[src/vrc_regs.vh]
// register map, field positions, reset values and timing counts of the reference control block
`ifndef VRC_REGS_VH
`define VRC_REGS_VH
// ==========================================================================
// register byte offsets
`define VRC_OFF_CTRL        12'h000
`define VRC_OFF_IRQ_STATUS  12'h004
`define VRC_OFF_IRQ_ENABLE  12'h008
`define VRC_OFF_IRQ_CLEAR   12'h00C
`define VRC_OFF_SYSREQ      12'h010
// ==========================================================================
// control register fields
`define VRC_BIT_ENABLE      7
`define VRC_BIT_READY       6
`define VRC_BIT_TEMP_EN     5
`define VRC_BIT_TEMP_RNG    4
`define VRC_CMP_HI          3
`define VRC_CMP_LO          2
`define VRC_CNV_HI          1
`define VRC_CNV_LO          0
`define VRC_CTRL_RESET      8'h00
`define VRC_CTRL_WMASK      8'hBF
// ==========================================================================
// gain codes
`define VRC_GAIN_OFF        2'h0
`define VRC_GAIN_1X         2'h1
`define VRC_GAIN_2X         2'h2
`define VRC_GAIN_4X         2'h3
// ==========================================================================
// system request encodings
`define VRC_BOR_ON          2'h3
`define VRC_BOR_SLEEP_OFF   2'h2
`define VRC_BOR_SOFT        2'h1
`define VRC_CLKSEL_INTERNAL_OSC   2'h0
`define VRC_IRCF_HF         3'h0
// ==========================================================================
// interrupt bits: 0 ready rose, 1 ready fell
`define VRC_IRQ_BITS        2
// ==========================================================================
// stabilisation time
`define VRC_STAB_TIME_NS    25000
`define VRC_CLK_PERIOD_NS   5
`define VRC_STAB_CYCLES     ((`VRC_STAB_TIME_NS + `VRC_CLK_PERIOD_NS - 1) / `VRC_CLK_PERIOD_NS)
`endif

[src/vrc_top.v]
// fixed reference control: apb registers, enable logic, ready timer, gain paths
// Operation
// - control bit 7 written one switches the reference on; cleared switches it off.
// - ready bit 6 sets only after reference and amplifiers stabilise.
// - two independent gain settings, converter and comparator, each 1x, 2x or 4x.
// - comparator field bits 3:2: 11 gives 4.096V, 10 2.048V, 01 1.024V.
// - converter field bits 1:0 uses the same mapping, independently.
// - reference output feeds converter channel and either comparator input.
// - reference held on for internal HF oscillator as system clock, not sleeping.
// - brown-out mode 11 holds it on; 10 or 01 with fast start too, 10 not asleep.
// - regulator power-mode one holds reference on outside sleep.
// - temperature enable bit powers the indicator; cleared it draws nothing.
// - range bit set selects high range, cleared low range.
//
// Chosen here: the placing of the registers and the APB interface to the registers.
`timescale 1ns/1ps
`include "vrc_regs.vh"
module vrc_top #(
  parameter STAB_CYCLES = `VRC_STAB_CYCLES,
  parameter CNT_W       = 16
) (
  input  wire        pclk,            // system clock
  input  wire        presetn,         // async reset, low
  input  wire        psel,            // apb select
  input  wire        penable,         // apb enable
  input  wire        pwrite,          // apb direction
  input  wire [11:0] paddr,           // apb byte address
  input  wire [31:0] pwdata,          // apb write data
  output reg  [31:0] prdata,          // apb read data
  output reg         pready,          // apb ready
  output reg         pslverr,         // apb error
  input  wire        sleep,           // device in sleep
  input  wire [1:0]  clk_source_sel,  // system clock source select
  input  wire [3:0]  internal_osc_freq_select, // oscillator frequency code
  input  wire [1:0]  brownout_enable_mode,     // brown-out mode
  input  wire        brownout_fast_start,      // brown-out fast start
  input  wire        regulator_power_mode,     // regulator mode
  output reg         ref_on,          // reference powered
  output reg         reference_ready, // reference stable
  output reg  [2:0]  cnv_level,       // converter level one-hot
  output reg  [2:0]  cmp_level,       // comparator level one-hot
  output reg         cnv_ref_valid,   // converter channel may use reference
  output reg         cmp_pos_valid,   // comparator plus input may use reference
  output reg         cmp_neg_valid,   // comparator minus input may use reference
  output reg         temp_indicator_enable, // indicator powered
  output reg         temp_range_select,     // high range
  output reg         irq              // interrupt level
);
  // ==========================================================================
  // registers
  reg  [7:0]                ctrl;
  reg  [`VRC_IRQ_BITS-1:0]  irq_status;
  reg  [`VRC_IRQ_BITS-1:0]  irq_enable;
  reg                       ready_d;
  wire                      ready_now;
  wire [2:0]                cnv_lvl_w;
  wire [2:0]                cmp_lvl_w;
  wire                      req_osc;
  wire                      req_bor;
  wire                      req_ldo;
  wire                      next_ref_on;
  wire                      wr;
  wire                      rd;
  wire                      mapped;
  wire [`VRC_IRQ_BITS-1:0]  ev;
  wire [`VRC_IRQ_BITS-1:0]  clr;
  // ==========================================================================
  // system requests holding the reference on
  assign req_osc = (clk_source_sel == `VRC_CLKSEL_INTERNAL_OSC)
                 && (internal_osc_freq_select[3:1] == `VRC_IRCF_HF) && !sleep;
  assign req_bor = (brownout_enable_mode == `VRC_BOR_ON)
                 || (brownout_enable_mode == `VRC_BOR_SLEEP_OFF
                     && brownout_fast_start && !sleep)
                 || (brownout_enable_mode == `VRC_BOR_SOFT && brownout_fast_start);
  assign req_ldo = regulator_power_mode && !sleep;
  assign next_ref_on = ctrl[`VRC_BIT_ENABLE] || req_osc || req_bor || req_ldo;
  // ==========================================================================
  // apb decode
  assign wr     = psel && penable && pwrite;
  assign rd     = psel && penable && !pwrite;
  assign mapped = (paddr == `VRC_OFF_CTRL) || (paddr == `VRC_OFF_IRQ_STATUS)
               || (paddr == `VRC_OFF_IRQ_ENABLE) || (paddr == `VRC_OFF_IRQ_CLEAR)
               || (paddr == `VRC_OFF_SYSREQ);
  assign clr    = (wr && paddr == `VRC_OFF_IRQ_CLEAR) ? pwdata[`VRC_IRQ_BITS-1:0]
                                                      : {`VRC_IRQ_BITS{1'b0}};
  assign ev     = {ready_d & ~ready_now, ~ready_d & ready_now};
  always @(posedge pclk or negedge presetn) begin
    if (!presetn) begin
      ctrl       <= `VRC_CTRL_RESET;
      irq_enable <= {`VRC_IRQ_BITS{1'b0}};
      irq_status <= {`VRC_IRQ_BITS{1'b0}};
      ready_d    <= 1'b0;
      prdata     <= 32'h00000000;
      pready     <= 1'b0;
      pslverr    <= 1'b0;
    end else begin
      ready_d    <= ready_now;
      irq_status <= (irq_status & ~clr) | ev;   // set wins over clear
      pready     <= psel && !penable;
      pslverr    <= psel && !penable && !mapped;
      if (wr && paddr == `VRC_OFF_CTRL) begin
        ctrl <= pwdata[7:0] & `VRC_CTRL_WMASK;
      end
      if (wr && paddr == `VRC_OFF_IRQ_ENABLE) begin
        irq_enable <= pwdata[`VRC_IRQ_BITS-1:0];
      end
      prdata <= 32'h00000000;
      if (psel && !penable && !pwrite) begin
        case (paddr)
          `VRC_OFF_CTRL:
            prdata <= {24'h000000, ctrl[7], ready_now, ctrl[5:0]};
          `VRC_OFF_IRQ_STATUS: prdata <= {30'h00000000, irq_status};
          `VRC_OFF_IRQ_ENABLE: prdata <= {30'h00000000, irq_enable};
          `VRC_OFF_SYSREQ:     prdata <= {28'h0000000, ref_on, req_ldo, req_bor, req_osc};
          default:             prdata <= 32'h00000000;
        endcase
      end
    end
  end
  // ==========================================================================
  // reference power, stabilisation and gain paths
  vrc_stab_timer #(
    .CNT_W  (CNT_W),
    .CYCLES (STAB_CYCLES)
  ) u_timer (
    .pclk    (pclk),
    .presetn (presetn),
    .run     (ref_on),
    .ready   (ready_now)
  );
  vrc_gain_path u_cmp (
    .pclk    (pclk),
    .presetn (presetn),
    .ref_on  (next_ref_on),
    .code    (ctrl[`VRC_CMP_HI:`VRC_CMP_LO]),
    .level   (cmp_lvl_w)
  );
  vrc_gain_path u_cnv (
    .pclk    (pclk),
    .presetn (presetn),
    .ref_on  (next_ref_on),
    .code    (ctrl[`VRC_CNV_HI:`VRC_CNV_LO]),
    .level   (cnv_lvl_w)
  );
  // ==========================================================================
  // outputs
  always @(posedge pclk or negedge presetn) begin
    if (!presetn) begin
      ref_on                <= 1'b0;
      reference_ready       <= 1'b0;
      cnv_level             <= 3'h0;
      cmp_level             <= 3'h0;
      cnv_ref_valid         <= 1'b0;
      cmp_pos_valid         <= 1'b0;
      cmp_neg_valid         <= 1'b0;
      temp_indicator_enable <= 1'b0;
      temp_range_select     <= 1'b0;
      irq                   <= 1'b0;
    end else begin
      ref_on                <= next_ref_on;
      reference_ready       <= ready_now;
      cnv_level             <= cnv_lvl_w;
      cmp_level             <= cmp_lvl_w;
      cnv_ref_valid         <= ready_now && (cnv_lvl_w != 3'h0);
      cmp_pos_valid         <= ready_now && (cmp_lvl_w != 3'h0);
      cmp_neg_valid         <= ready_now && (cmp_lvl_w != 3'h0);
      temp_indicator_enable <= ctrl[`VRC_BIT_TEMP_EN];
      temp_range_select     <= ctrl[`VRC_BIT_TEMP_RNG];
      irq                   <= |(irq_status & irq_enable);
    end
  end
endmodule

[src/vrc_stab_timer.v]
// stabilisation timer: ready rises after a fixed count of enabled cycles
`timescale 1ns/1ps
module vrc_stab_timer #(
  parameter CNT_W  = 16,
  parameter CYCLES = 5000
) (
  input  wire pclk,     // system clock
  input  wire presetn,  // async reset, low
  input  wire run,      // reference powered
  output reg  ready     // stable
);
  reg [CNT_W-1:0] count;
  always @(posedge pclk or negedge presetn) begin
    if (!presetn) begin
      count <= {CNT_W{1'b0}};
      ready <= 1'b0;
    end else if (!run) begin
      count <= {CNT_W{1'b0}};
      ready <= 1'b0;
    end else if (count == CYCLES[CNT_W-1:0] - 1'b1) begin
      ready <= 1'b1;
    end else begin
      count <= count + 1'b1;
    end
  end
endmodule

[src/vrc_gain_path.v]
// one gain path: decodes a 2-bit gain code into a one-hot level select
`timescale 1ns/1ps
`include "vrc_regs.vh"
module vrc_gain_path (
  input  wire       pclk,     // system clock
  input  wire       presetn,  // async reset, low
  input  wire       ref_on,   // reference powered
  input  wire [1:0] code,     // gain code
  output reg  [2:0] level     // one-hot 4x,2x,1x
);
  always @(posedge pclk or negedge presetn) begin
    if (!presetn) begin
      level <= 3'h0;
    end else if (!ref_on) begin
      level <= 3'h0;
    end else begin
      case (code)
        `VRC_GAIN_4X: level <= 3'h4;
        `VRC_GAIN_2X: level <= 3'h2;
        `VRC_GAIN_1X: level <= 3'h1;
        `VRC_GAIN_OFF: level <= 3'h0;
        default:      level <= 3'h0;
      endcase
    end
  end
endmodule

[config.mk]
export PLATFORM = sky130hd
export DESIGN_NAME = vrc_top
export DESIGN_NICKNAME = d
export VERILOG_FILES = /design/src/vrc_top.v /design/src/vrc_stab_timer.v /design/src/vrc_gain_path.v
export VERILOG_INCLUDE_DIRS = /design/src
export SDC_FILE = /design/constraint.sdc
export NUM_CORES = 1
export LEC_CHECK = 0
export BUFFER_PORTS_ARGS = -buffer_cell sky130_fd_sc_hd__buf_2
export CORE_ASPECT_RATIO = 0.8
export CORE_UTILIZATION = 27
export CTS_CLUSTER_DIAMETER = 50
export DETAILED_ROUTE_END_ITERATION = 8
export GPL_TIMING_DRIVEN = 0
export SLEW_MARGIN = 5
export SYNTH_ARGS = -nofsm -noshare
export SYNTH_HDL_FRONTEND = slang
export SYNTH_SLANG_ARGS = --single-unit
export TNS_END_PERCENT = 5
[constraint.sdc]
create_clock -name pclk -period 1.6 [get_ports pclk]
set_input_delay 0.16 -clock pclk [delete_from_list [all_inputs] [get_ports pclk]]
set_output_delay 0.16 -clock pclk [all_outputs]
set_load 0.02 [all_outputs]
Word-level counts from Yosys, hierarchy flattened
Cells that the tools add are included.
W data, S select, Z words.

storage, ports and cells
  flip-flop bits (word level) = 81
  input port bits = 60
  output and inout bits = 48
  word-level logic and storage cells = 92

cells by class
  add/sub/neg operators = 1
  eq/ne operators = 16
  muxes and demuxes = 11
  bitwise logic cells = 8
  reduce and logical (&&, ||, !) cells = 37

operators with widths
  kind                     count
  $mux W16                 2
  $mux W32                 1
  $pmux W8 S4              1
  $eq A12 B4 Y1 const B    2
  $pmux W3 S4              2
  $add A16 B1 Y16 const B  1
  $eq A16 B13 Y1 const B   1
  $logic_and A1 B1 Y1      16
  $eq A12 B3 Y1 const B    1
  $eq A12 B5 Y1 const B    1
  $eq A2 B2 Y1 const B     6
  $logic_not A12 Y1        1
  $logic_or A1 B1 Y1       9
  $eq A2 B1 Y1 const B     3
  $logic_not A2 Y1         3
  $mux W3                  2
  $reduce_bool A3 Y1       2
  $and A2 B2 Y2            2
  $logic_not A1 Y1         4
  $logic_not A3 Y1         1
  $and A1 B1 Y1            2
  $mux W1                  2
  $mux W2                  1
  $ne A2 B1 Y1 const B     1
  other kinds (5)          6

Logic depth before layout (Yosys ltp)
Gate-level depths: netlist (run 1).

  word-level depth = 8
  mapped depth = 6
  gate-level depth less buffers = 5

Modules after synthesis
From an unflattened synthesis (run 1), not the netlist that was laid out.

unflattened totals
  cell total of the unflattened synthesis = 241
  area, all modules = 2696.3 um^2

modules (own cells, without submodules)
  module          instances  cells an instance  area each (um^2)  seq. area each (um^2)
  vrc_top         1          137                1597.8            850.8
  vrc_stab_timer  1          92                 898.4             425.4
  vrc_gain_path   2          6                  100.1             75.1

Worst setup path after synthesis (run 1)
Ideal clock, no wire load.

  path kind = register -> register
  start = register u_timer.count[10]
  end = register u_timer.count[1]
  setup time = 132 ps
  data arrival time = 1599 ps
  data required time = 1468 ps
  setup slack = -131 ps
  stages on the path, launching flop included = 5
  buffers on the path = 0
  period minus slack after synthesis = 1731 ps
  path through = dfrtp_1 > or4_1 > nor4_4 > mux2i_1 > nor2_1

between the ends
  longest elaborated chain between the ends = 2

RTL lines
  item                    RTL line             RTL
  start, declared         vrc_stab_timer.v:12  reg [CNT_W-1:0] count;
  start signal, assigned  vrc_stab_timer.v:15  count <= {CNT_W{1'b0}};
  start signal, assigned  vrc_stab_timer.v:18  count <= {CNT_W{1'b0}};
  start signal, assigned  vrc_stab_timer.v:23  count <= count + 1'b1;
  $eq A16 B13 Y1          vrc_stab_timer.v:20  end else if (count == CYCLES[CNT_W-1:0] - 1'b1) begin
  $ne A2 B2 Y1 (no line)  --

Every way passes these cells.
A chain may end at the register's enable or synchronous reset.

Final worst setup path (run 1)
  start = register u_timer.count[11]
  end = register u_timer.count[1]

The elaborated chain is that of the path after synthesis.

==> impl_metrics.tcl, run 1 <==
set metrics [dict create \
    status "finished, violations left" \
    violations "DRC, setup timing" \
    drt-wirelength-per-cell_um 12.0 \
    cp_slowest_stage_delay_ps 560 \
    dp_hpwl_um 3840 \
    layout_common_cells "dfrtp_1 (57), buf_2 (55), buf_4 (33)" \
    crit_type "flip-flop to flip-flop" \
    utilization_pct 38.2 \
    htree_num_levels 3 \
    final_nets 397 \
    clkLatencyLatePin_ps 330 \
    wl_met3_um 380 \
    dp_cells 432 \
    drtAntennaViolNets 0 \
    multi_input_area_um2 1060 \
    cellPowerDensity_nw_per_um2 1070 \
    cts.sinks 57 \
    required_ps 1790 \
    final_max_slew_viol_count 0 \
    ff_latch_area_um2 1430 \
    gr-usage-all-layers_pct 11.7 \
    path_delay_family "simple AND/OR/NAND/NOR gates" \
    std_cell_rows 31 \
    layout_commonest_cell "dfrtp_1" \
    cp_slowest_cell "or4bb_4" \
    placeableCoreArea_um2 9190 \
    finalSetupViolations 5 \
    worst_slack_ps -153 \
    start_util_pct 28.3 \
    period_share_pct 110 \
    vias_per_cell 4.39 \
    syn-cell-area_um2 2600 \
    placed_cell_area_um2 3120 \
    synthArstFlopShare_pct 100 \
    startpoint_type "flip-flop" \
    min_period_ps 1750 \
    leakagePower_nw 1.75 \
    grt.overflow.total 0 \
    drt_iter0_markers 189 \
    dr_wl_met2_um 2510 \
    synth-seq-area-share_pct 54.8 \
    highest_layer "met4" \
    crit_chain "or4bb_4 -> nor4_4 -> buf_4 -> mux2i_1 -> nor2_1" \
    rsz0062_at_grt "yes" \
    synth.distinct_cells 39 \
    drc 4 \
    cap_viol_max_count 0 \
    design_area_um2 3510 \
    dr.pass1.iters 6 \
    grt_antenna_before_repair 0 \
    tritoncts "yes" \
    place_ws_ps -301 \
    path_clk_slew_ps 50 \
    grt_first_pass_wirelength_um 9070 \
    fillers 928 \
    yosysWarnings 0 \
    setup_tns_ps -443 \
    cp_num_buf_inv 1 \
    vias 1998 \
    io_buffers 56 \
    max-slew-margin-rel_pct 46.3 \
    layout-drive-gt1-share_pct 36.8 \
    max_freq_mhz 570 \
    place_congestion 0.789 \
    die_w_um 112 \
    wl_met1_um 2490 \
    p_total_mw 3.77 \
    pin_count 108 \
    fp.dieH_um 89.8 \
    cts_buffer_depth 2 \
    wirelength_um 5460 \
    crit_fanout 6 \
    fin_hold_ws_ps 67.8 \
    crit_arrival_ps 1940 \
    instances_no_fill 455 \
    hold_viol 0 \
    numCtsBuffers 9 \
    syn_area_per_cell_um2 10.9 \
    ys_seq_elements 57 \
    ys.flop_type "dfrtp_1" \
    diodes 0 \
    cts-root-buf "clkbuf_16" \
    die_area_um2 10000 \
    fin_worst_skew_ps 5.67 \
    worstMarginPinSlew_ps 798 \
    syn_inst 238 \
    synth_edf_count 0 \
    vdd_drop_max_mv 0.505 \
    area_growth_pct 35.0 \
    hold_path_class "primary input to flip-flop" \
    grt_pass1_vias 1880 \
    grt_max_degree 58 \
    crit_path_end_kind "flip-flop" \
]
[cells in the mapped netlist, types with 2 or more instances]
library cell	number	area (µm²)
and3_1	3	18.8
nor4_4	3	63.8
o21ai_0	12	60.1
nand3_1	9	45.0
nor4b_1	3	26.3
nor2b_1	2	12.5
nor2_1	22	82.6
inv_1	8	30.0
nand2b_1	3	18.8
nor3_1	11	55.1
and2_1	4	25.0
clkbuf_1	4	15.0
a21oi_1	9	45.0
nor3b_1	4	30.0
mux2_2	9	101
mux2i_1	4	40.0
dfrtp_1	57	1430
or3_1	5	31.3
buf_4	25	188
xnor2_1	6	52.6
xor2_1	2	17.5
nand4_1	5	31.3
or4_1	2	15.0
nor4_1	3	18.8
nand2_1	9	33.8
[registers in the layout, summed over array words and instances (netlist names), 2 cells and up]
register       count
cmp_level          3
ctrl               7
cnv_level          3
irq_status         2
prdata             8
u_cmp.level        3
u_cnv.level        3
irq_enable         2
u_timer.count     16
[cell families (layout without fill, tap and decap cells)]
family / count (synthesis) / count (layout) / synth area share, %
simple gates: 95 / 95 / 21.9
flops: 57 / 57 / 54.8
buf+inv: 37 / 116 / 8.94
compound gates: 26 / 26 / 5.67
mux: 13 / 13 / 5.43
xor+xnor: 8 / 8 / 2.69
fa+ha+maj: 1 / 1 / 0.480
other cells: 1 / 24 / 0.144
[power breakdown]
part / internal (mW) / switching (mW)
clock: 1.34 / 0.633
sequential: 1.47 / 0.0295
combinational: 0.118 / 0.181
total: 2.93 / 0.843
[worst paths after layout]
path | from | to | cells after the start | slack (ps)
max in group asynchronous | presetn | u_timer.count[11] | 2 | 700
max | u_timer.count[11] | u_timer.count[1] | 5 | -150
max reg2reg | u_timer.count[11] | u_timer.count[1] | 5 | -150
min reg2reg | u_cmp.level[1] | cmp_level[1] | 0 | 380
min | pwdata[3] | ctrl[3] | 2 | 70
min in group asynchronous | presetn | u_cmp.level[2] | 2 | 430
[timing repair]
| action | in CTS | in global routing |
|---|---|---|
| gates cloned | 0 | 0 |
| endpoints found under the setup margin | 5 | 25 |
| resized for setup | 2 | 3 |
| endpoints found under the hold margin | 0 | 57 |
| buffers inserted | 5 | 2 |
| pin swaps | 2 | 3 |
| hold buffers | 0 | 1 |
[area by class of cell]
cell class / instances / area share [%]
flip-flops and latches: 57 / 40.6
multi-input cells: 167 / 30.1
repair buffers: 64 / 9.83
clock buffers: 9 / 6.41
plain buffers: 29 / 5.77
well taps: 115 / 4.09
clock inverters: 6 / 2.39
inverters: 8 / 0.854
[routing by layer]
| layer | track usage, % | up-vias |
|---|---|---|
| met5 | 0 | - |
| met2 | 17.5 | 67 |
| met1 | 15.1 | 938 |
| met4 | 4.05 | 0 |
| li1 | - | 982 |
| met3 | 5.06 | 11 |
No activity file was read; power rests on OpenSTA's default activity.
==> run 2, diff against run 1 <==
CORE_ASPECT_RATIO = not set   (was 0.8)
CORE_UTILIZATION = 43   (was 27)
PLACE_DENSITY = 0.76   (was not set)
==> impl_metrics.tcl, run 2 (synthesized netlist as in run 1, its figures left out) <==
set metrics [dict create \
    die_area_um2 6370 \
    pin_count 108 \
    p_comb_share_pct 9.1 \
    grt_pass1_vias 1880 \
    diodes 0 \
    fillers 486 \
    final_max_slew_viol_count 0 \
    switching_share_pct 24.1 \
    intPower_mw 2.45 \
    numCtsBuffers 9 \
    reg_top3 "u_timer.count: 16 flops, prdata: 8 flops, ctrl: 7 flops" \
    htree_num_levels 3 \
    path_clk_slew_ps 70 \
    io_buffers 56 \
    status "finished, violations left" \
    violations "setup timing" \
    wirelength_um 5260 \
    drc 0 \
    regMostFlops "u_timer.count" \
    fp.dieH_um 79.8 \
    cellPowerDensity_nw_per_um2 955 \
    layout_commonest_cell "dfrtp_1" \
    area_growth_pct 30.0 \
    crit_fanout 6 \
    final_nets 399 \
    cts_buffer_depth 2 \
    grt.overflow.total 0 \
    layout-drive-gt1-share_pct 37.6 \
    std_cell_rows 27 \
    finalSetupViolations 5 \
    drtAntennaViolNets 0 \
    crit_arrival_ps 1930 \
    placeableCoreArea_um2 5680 \
    vias_per_cell 4.88 \
    crit_type "flip-flop to flip-flop" \
    max_freq_mhz 577 \
    die_w_um 79.8 \
    worst-r2r-setup-slack_ps -130 \
    grt_first_pass_wirelength_um 8290 \
    period_share_pct 108 \
    fin_worst_skew_ps 5.85 \
    crit_path_end_kind "flip-flop" \
    p_switching_mw 0.779 \
    rsz0062_at_grt "yes" \
    startpoint_type "flip-flop" \
    dp_hpwl_um 3690 \
    cap_viol_max_count 0 \
    hold_viol 0 \
    utilization_pct 59.7 \
    required_ps 1800 \
    max-slew-margin-rel_pct 51.9 \
    clkLatencyLatePin_ps 330 \
    drt-wirelength-per-cell_um 12.7 \
    cts-root-buf "clkbuf_8" \
    grt_max_degree 58 \
    vias 2025 \
    place_congestion 0.805 \
    hold_path_class "primary input to flip-flop" \
    seqPwrFrac_pct 46.1 \
    min_period_ps 1730 \
    largest_register_ffs 16 \
    fin_hold_ws_ps 61.2 \
    dr.pass1.iters 4 \
    setup_tns_ps -407 \
    layout_common_cells "dfrtp_1 (56), buf_2 (55), buf_4 (35)" \
    cts.sinks 57 \
    vdd_drop_max_mv 0.486 \
    gr-usage-all-layers_pct 17.5 \
    drt_iter0_markers 67 \
    worst_slack_ps -134 \
    leakagePower_nw 1.71 \
    worstMarginPinSlew_ps 714 \
    tritoncts "yes" \
    clock_power_share_pct 44.8 \
    grt_antenna_before_repair 0 \
    start_util_pct 45.9 \
]
-- run 2: power by group through the flow --
stage / Combinational (mW) / Clock [mW] / Sequential (mW)
global placement: 0.275 / 0 / 1.52
finish: 0.293 / 1.45 / 1.49
detailed placement: 0.280 / 0 / 1.52
global route: 0.326 / 1.56 / 1.50
floorplan: 0.174 / 0 / 1.52
CTS: 0.287 / 1.49 / 1.49
-- run 2: cell type report --
class | count | area (µm²) | area share (%)
buffer | 29 | 203 | 5.99
clock buffer | 9 | 124 | 3.66
clock inverter | 7 | 93.8 | 2.77
inverter | 8 | 30.0 | 0.887
multi-input combinational | 167 | 1060 | 31.2
sequential | 57 | 1430 | 42.2
tap | 72 | 90.1 | 2.66
timing repair buffer | 66 | 360 | 10.6
-- run 2: per-stage QoR --
stage               power, mW  std cells  instance area [µm²]  setup WS (ps)
finish                   3.23        415                 3390           -134
global route             3.38        415                 3390           -233
CTS                      3.26        409                 3320           -135
detailed placement       1.80        389                 3060           -246
global placement         1.79        389                 3060           -254
floorplan                1.69        261                 2690          -92.8
-- run 2: critical path, stage by stage (launching register included) --
cell and delay, ps:
dfrtp_2 400, or4b_4 520, nor4_4 250, buf_4 190
mux2i_1 190, nor2_1 50
-- run 2: final timing paths --
path	startpoint	end	depth (start not counted)
max in group asynchronous	presetn	u_timer.count[3]	2
hold / removal	pwdata[4]	ctrl[4]	2
setup / recovery	u_timer.count[3]	u_timer.count[1]	5
min in group asynchronous	presetn	u_timer.count[6]	2
setup reg to reg	u_timer.count[3]	u_timer.count[1]	5
hold reg to reg	u_cnv.level[2]	cnv_level[2]	0
-- run 2: routing by layer --
metal | part of all wire, % | track usage [%] | up-vias
li1 | - | - | 987
met2 | 51 | 29.8 | 78
met5 | 0 | 0 | -
met3 | 6.2 | 5.71 | 2
met4 | 0.65 | 7.50 | 0
met1 | 42 | 20.0 | 958
-- run 2: timing repair --
item,in CTS,in global routing
gates resized for setup,3,3
pin swaps,1,2
buffers inserted,4,5
hold buffers,0,1
endpoints found under the setup margin,5,22
hold endpoints to repair,0,57
==> run 3, diff against run 2 <==
CORE_ASPECT_RATIO = 0.6   (was not set)
TNS_END_PERCENT = not set   (was 5)
==> impl_metrics.tcl, run 3 (synthesized netlist as in run 1, its figures left out) <==
set metrics [dict create \
    status "finished, violations left" \
    violations "setup timing" \
    fin_worst_skew_ps 5.41 \
    drt_iter0_markers 142 \
    path_delay_family "simple AND/OR/NAND/NOR gates" \
    r2r_end "u_timer.count[3]" \
    clkLatencyLatePin_ps 340 \
    met1_usage_pct 28.6 \
    cp_num_buf_inv 2 \
    vdd_drop_max_mv 0.495 \
    min_period_ps 1830 \
    use_met3_pct 8.22 \
    pin_count 108 \
    grt.overflow.total 0 \
    cp_slowest_cell "or4bb_1" \
    numCtsBuffers 9 \
    fin_hold_ws_ps 53.7 \
    dr.pass1.iters 6 \
    tritoncts "yes" \
    required_ps 1820 \
    worst_slack_ps -230 \
    cts.sinks 57 \
    leakagePower_nw 1.78 \
    finalSetupViolations 5 \
    placed_cell_area_um2 3070 \
    grtUsageMet2_pct 28.9 \
    vias 2116 \
    dp_cells 397 \
    instances_no_fill 428 \
    path_clk_slew_ps 60 \
    crit_arrival_ps 2050 \
    final_nets 404 \
    layout_common_cells "dfrtp_1 (57), buf_2 (55), buf_4 (39)" \
    reg_top3 "u_timer.count: 16 flops, prdata: 8 flops, ctrl: 7 flops" \
    crit_fanout 3 \
    diodes 0 \
    hold_path_class "primary input to flip-flop" \
    drc 0 \
    die_w_um 102 \
    startpoint_type "flip-flop" \
    layout-drive-gt1-share_pct 37.6 \
    cpMostUsedCell "buf_4" \
    crit_type "flip-flop to flip-flop" \
    worst-r2r-setup-slack_ps -230 \
    final_max_slew_viol_count 0 \
    hold_depth 2 \
    io_buffers 56 \
    start_util_pct 45.7 \
    area_growth_pct 33.7 \
    cts_buffer_depth 2 \
    hp-start "pwdata[5]" \
    grt_max_degree 58 \
    max_freq_mhz 546 \
    hold_viol 0 \
    crit_chain "or4bb_1 -> nor4_4 -> buf_4 -> buf_4 -> or3_2 -> a21oi_1" \
    layout_commonest_cell "dfrtp_1" \
    fp.dieH_um 62.3 \
    rsz0062_at_grt "yes" \
    die_area_um2 6380 \
    drt-wirelength-per-cell_um 14.1 \
    drtAntennaViolNets 0 \
    vias_per_cell 4.94 \
    cts-root-buf "clkbuf_8" \
    grt_most_used_layer "met2" \
    fillers 476 \
    gr-usage-all-layers_pct 20.5 \
    regMostFlops "u_timer.count" \
    dp_hpwl_um 4080 \
    place_congestion 0.856 \
    place_ws_ps -392 \
    placeableCoreArea_um2 5700 \
    grt_antenna_before_repair 0 \
    cellPowerDensity_nw_per_um2 1010 \
    largest_register_ffs 16 \
    grt_first_pass_wirelength_um 9600 \
    design_area_um2 3480 \
    max-slew-margin-rel_pct 54.6 \
    hold_end "ctrl[5]" \
    worstMarginPinSlew_ps 681 \
    wirelength_um 6020 \
    period_share_pct 114 \
    reg2regPathDepth 6 \
    cp_slowest_stage_delay_ps 560 \
    cap_viol_max_count 0 \
    crit_path_end_kind "flip-flop" \
    timing.rr.start "u_timer.count[11]" \
    std_cell_rows 21 \
    setup_tns_ps -866 \
    htree_num_levels 3 \
    grt_pass1_vias 1956 \
]
run 3: final cells by class:
type | instances | area, µm² | share of cell area [%]
flip-flops and latches | 57 | 1430 | 41.0
multi-input cells | 167 | 1060 | 30.5
repair buffers | 71 | 402 | 11.5
plain buffers | 29 | 203 | 5.82
clock inverters | 6 | 130 | 3.74
clock buffers | 10 | 128 | 3.67
well taps | 80 | 100 | 2.87
inverters | 8 | 30.0 | 0.862
run 3: worst reg2reg max path, cell delays in order (launching register included):
cell	delay, ps
dfrtp_1	400
or4bb_1	560
nor4_4	320
buf_4	180
buf_4	120
or3_2	100
a21oi_1	50
run 3: layer usage:
layer / routed length (µm) / vias to the layer above
li1: - / 994
met1: 2690 / 1009
met2: 2740 / 103
met3: 499 / 10
met4: 91 / 0
met5: 0 / -
run 3: through the flow:
step,total power [mW],utilization (%)
after floorplan,1.69,-
after global placement,1.79,53.9
after detailed placement,1.80,53.9
after CTS,3.56,60.1
after global routing,3.68,61.1
final,3.53,61.1
run 3: timing repair:
item                       in CTS  in global routing
pin swaps                       7                  2
setup endpoints to repair      15                  6
gates resized for setup         4                  3
hold endpoints to repair        0                 57
buffers inserted               10                  4
gates cloned                    0                  0
hold buffers                    0                  1
run 3: how the worst max path moves through the flow:
stage / slack, ps / cells past startpoint / startpoint / to
2_1_floorplan: -90 / 4 / u_timer.count[11] / u_timer.count[1]
3_3_place_gp: -320 / 5 / paddr[1] / ctrl[1]
3_5_place_dp: -390 / 5 / paddr[1] / ctrl[3]
4_1_cts: -170 / 5 / u_timer.count[14] / u_timer.count[0]
5_1_grt: -280 / 5 / u_timer.count[5] / u_timer.count[1]
6_report: -230 / 6 / u_timer.count[11] / u_timer.count[3]
run 3: report_power, final:
| group | switching, mW | internal [mW] | total (mW) |
|---|---|---|---|
| logic | 0.182 | 0.114 | 0.296 |
| clock network | 0.556 | 1.19 | 1.74 |
| registers | 0.0281 | 1.46 | 1.49 |
| total | 0.766 | 2.77 | 3.53 |
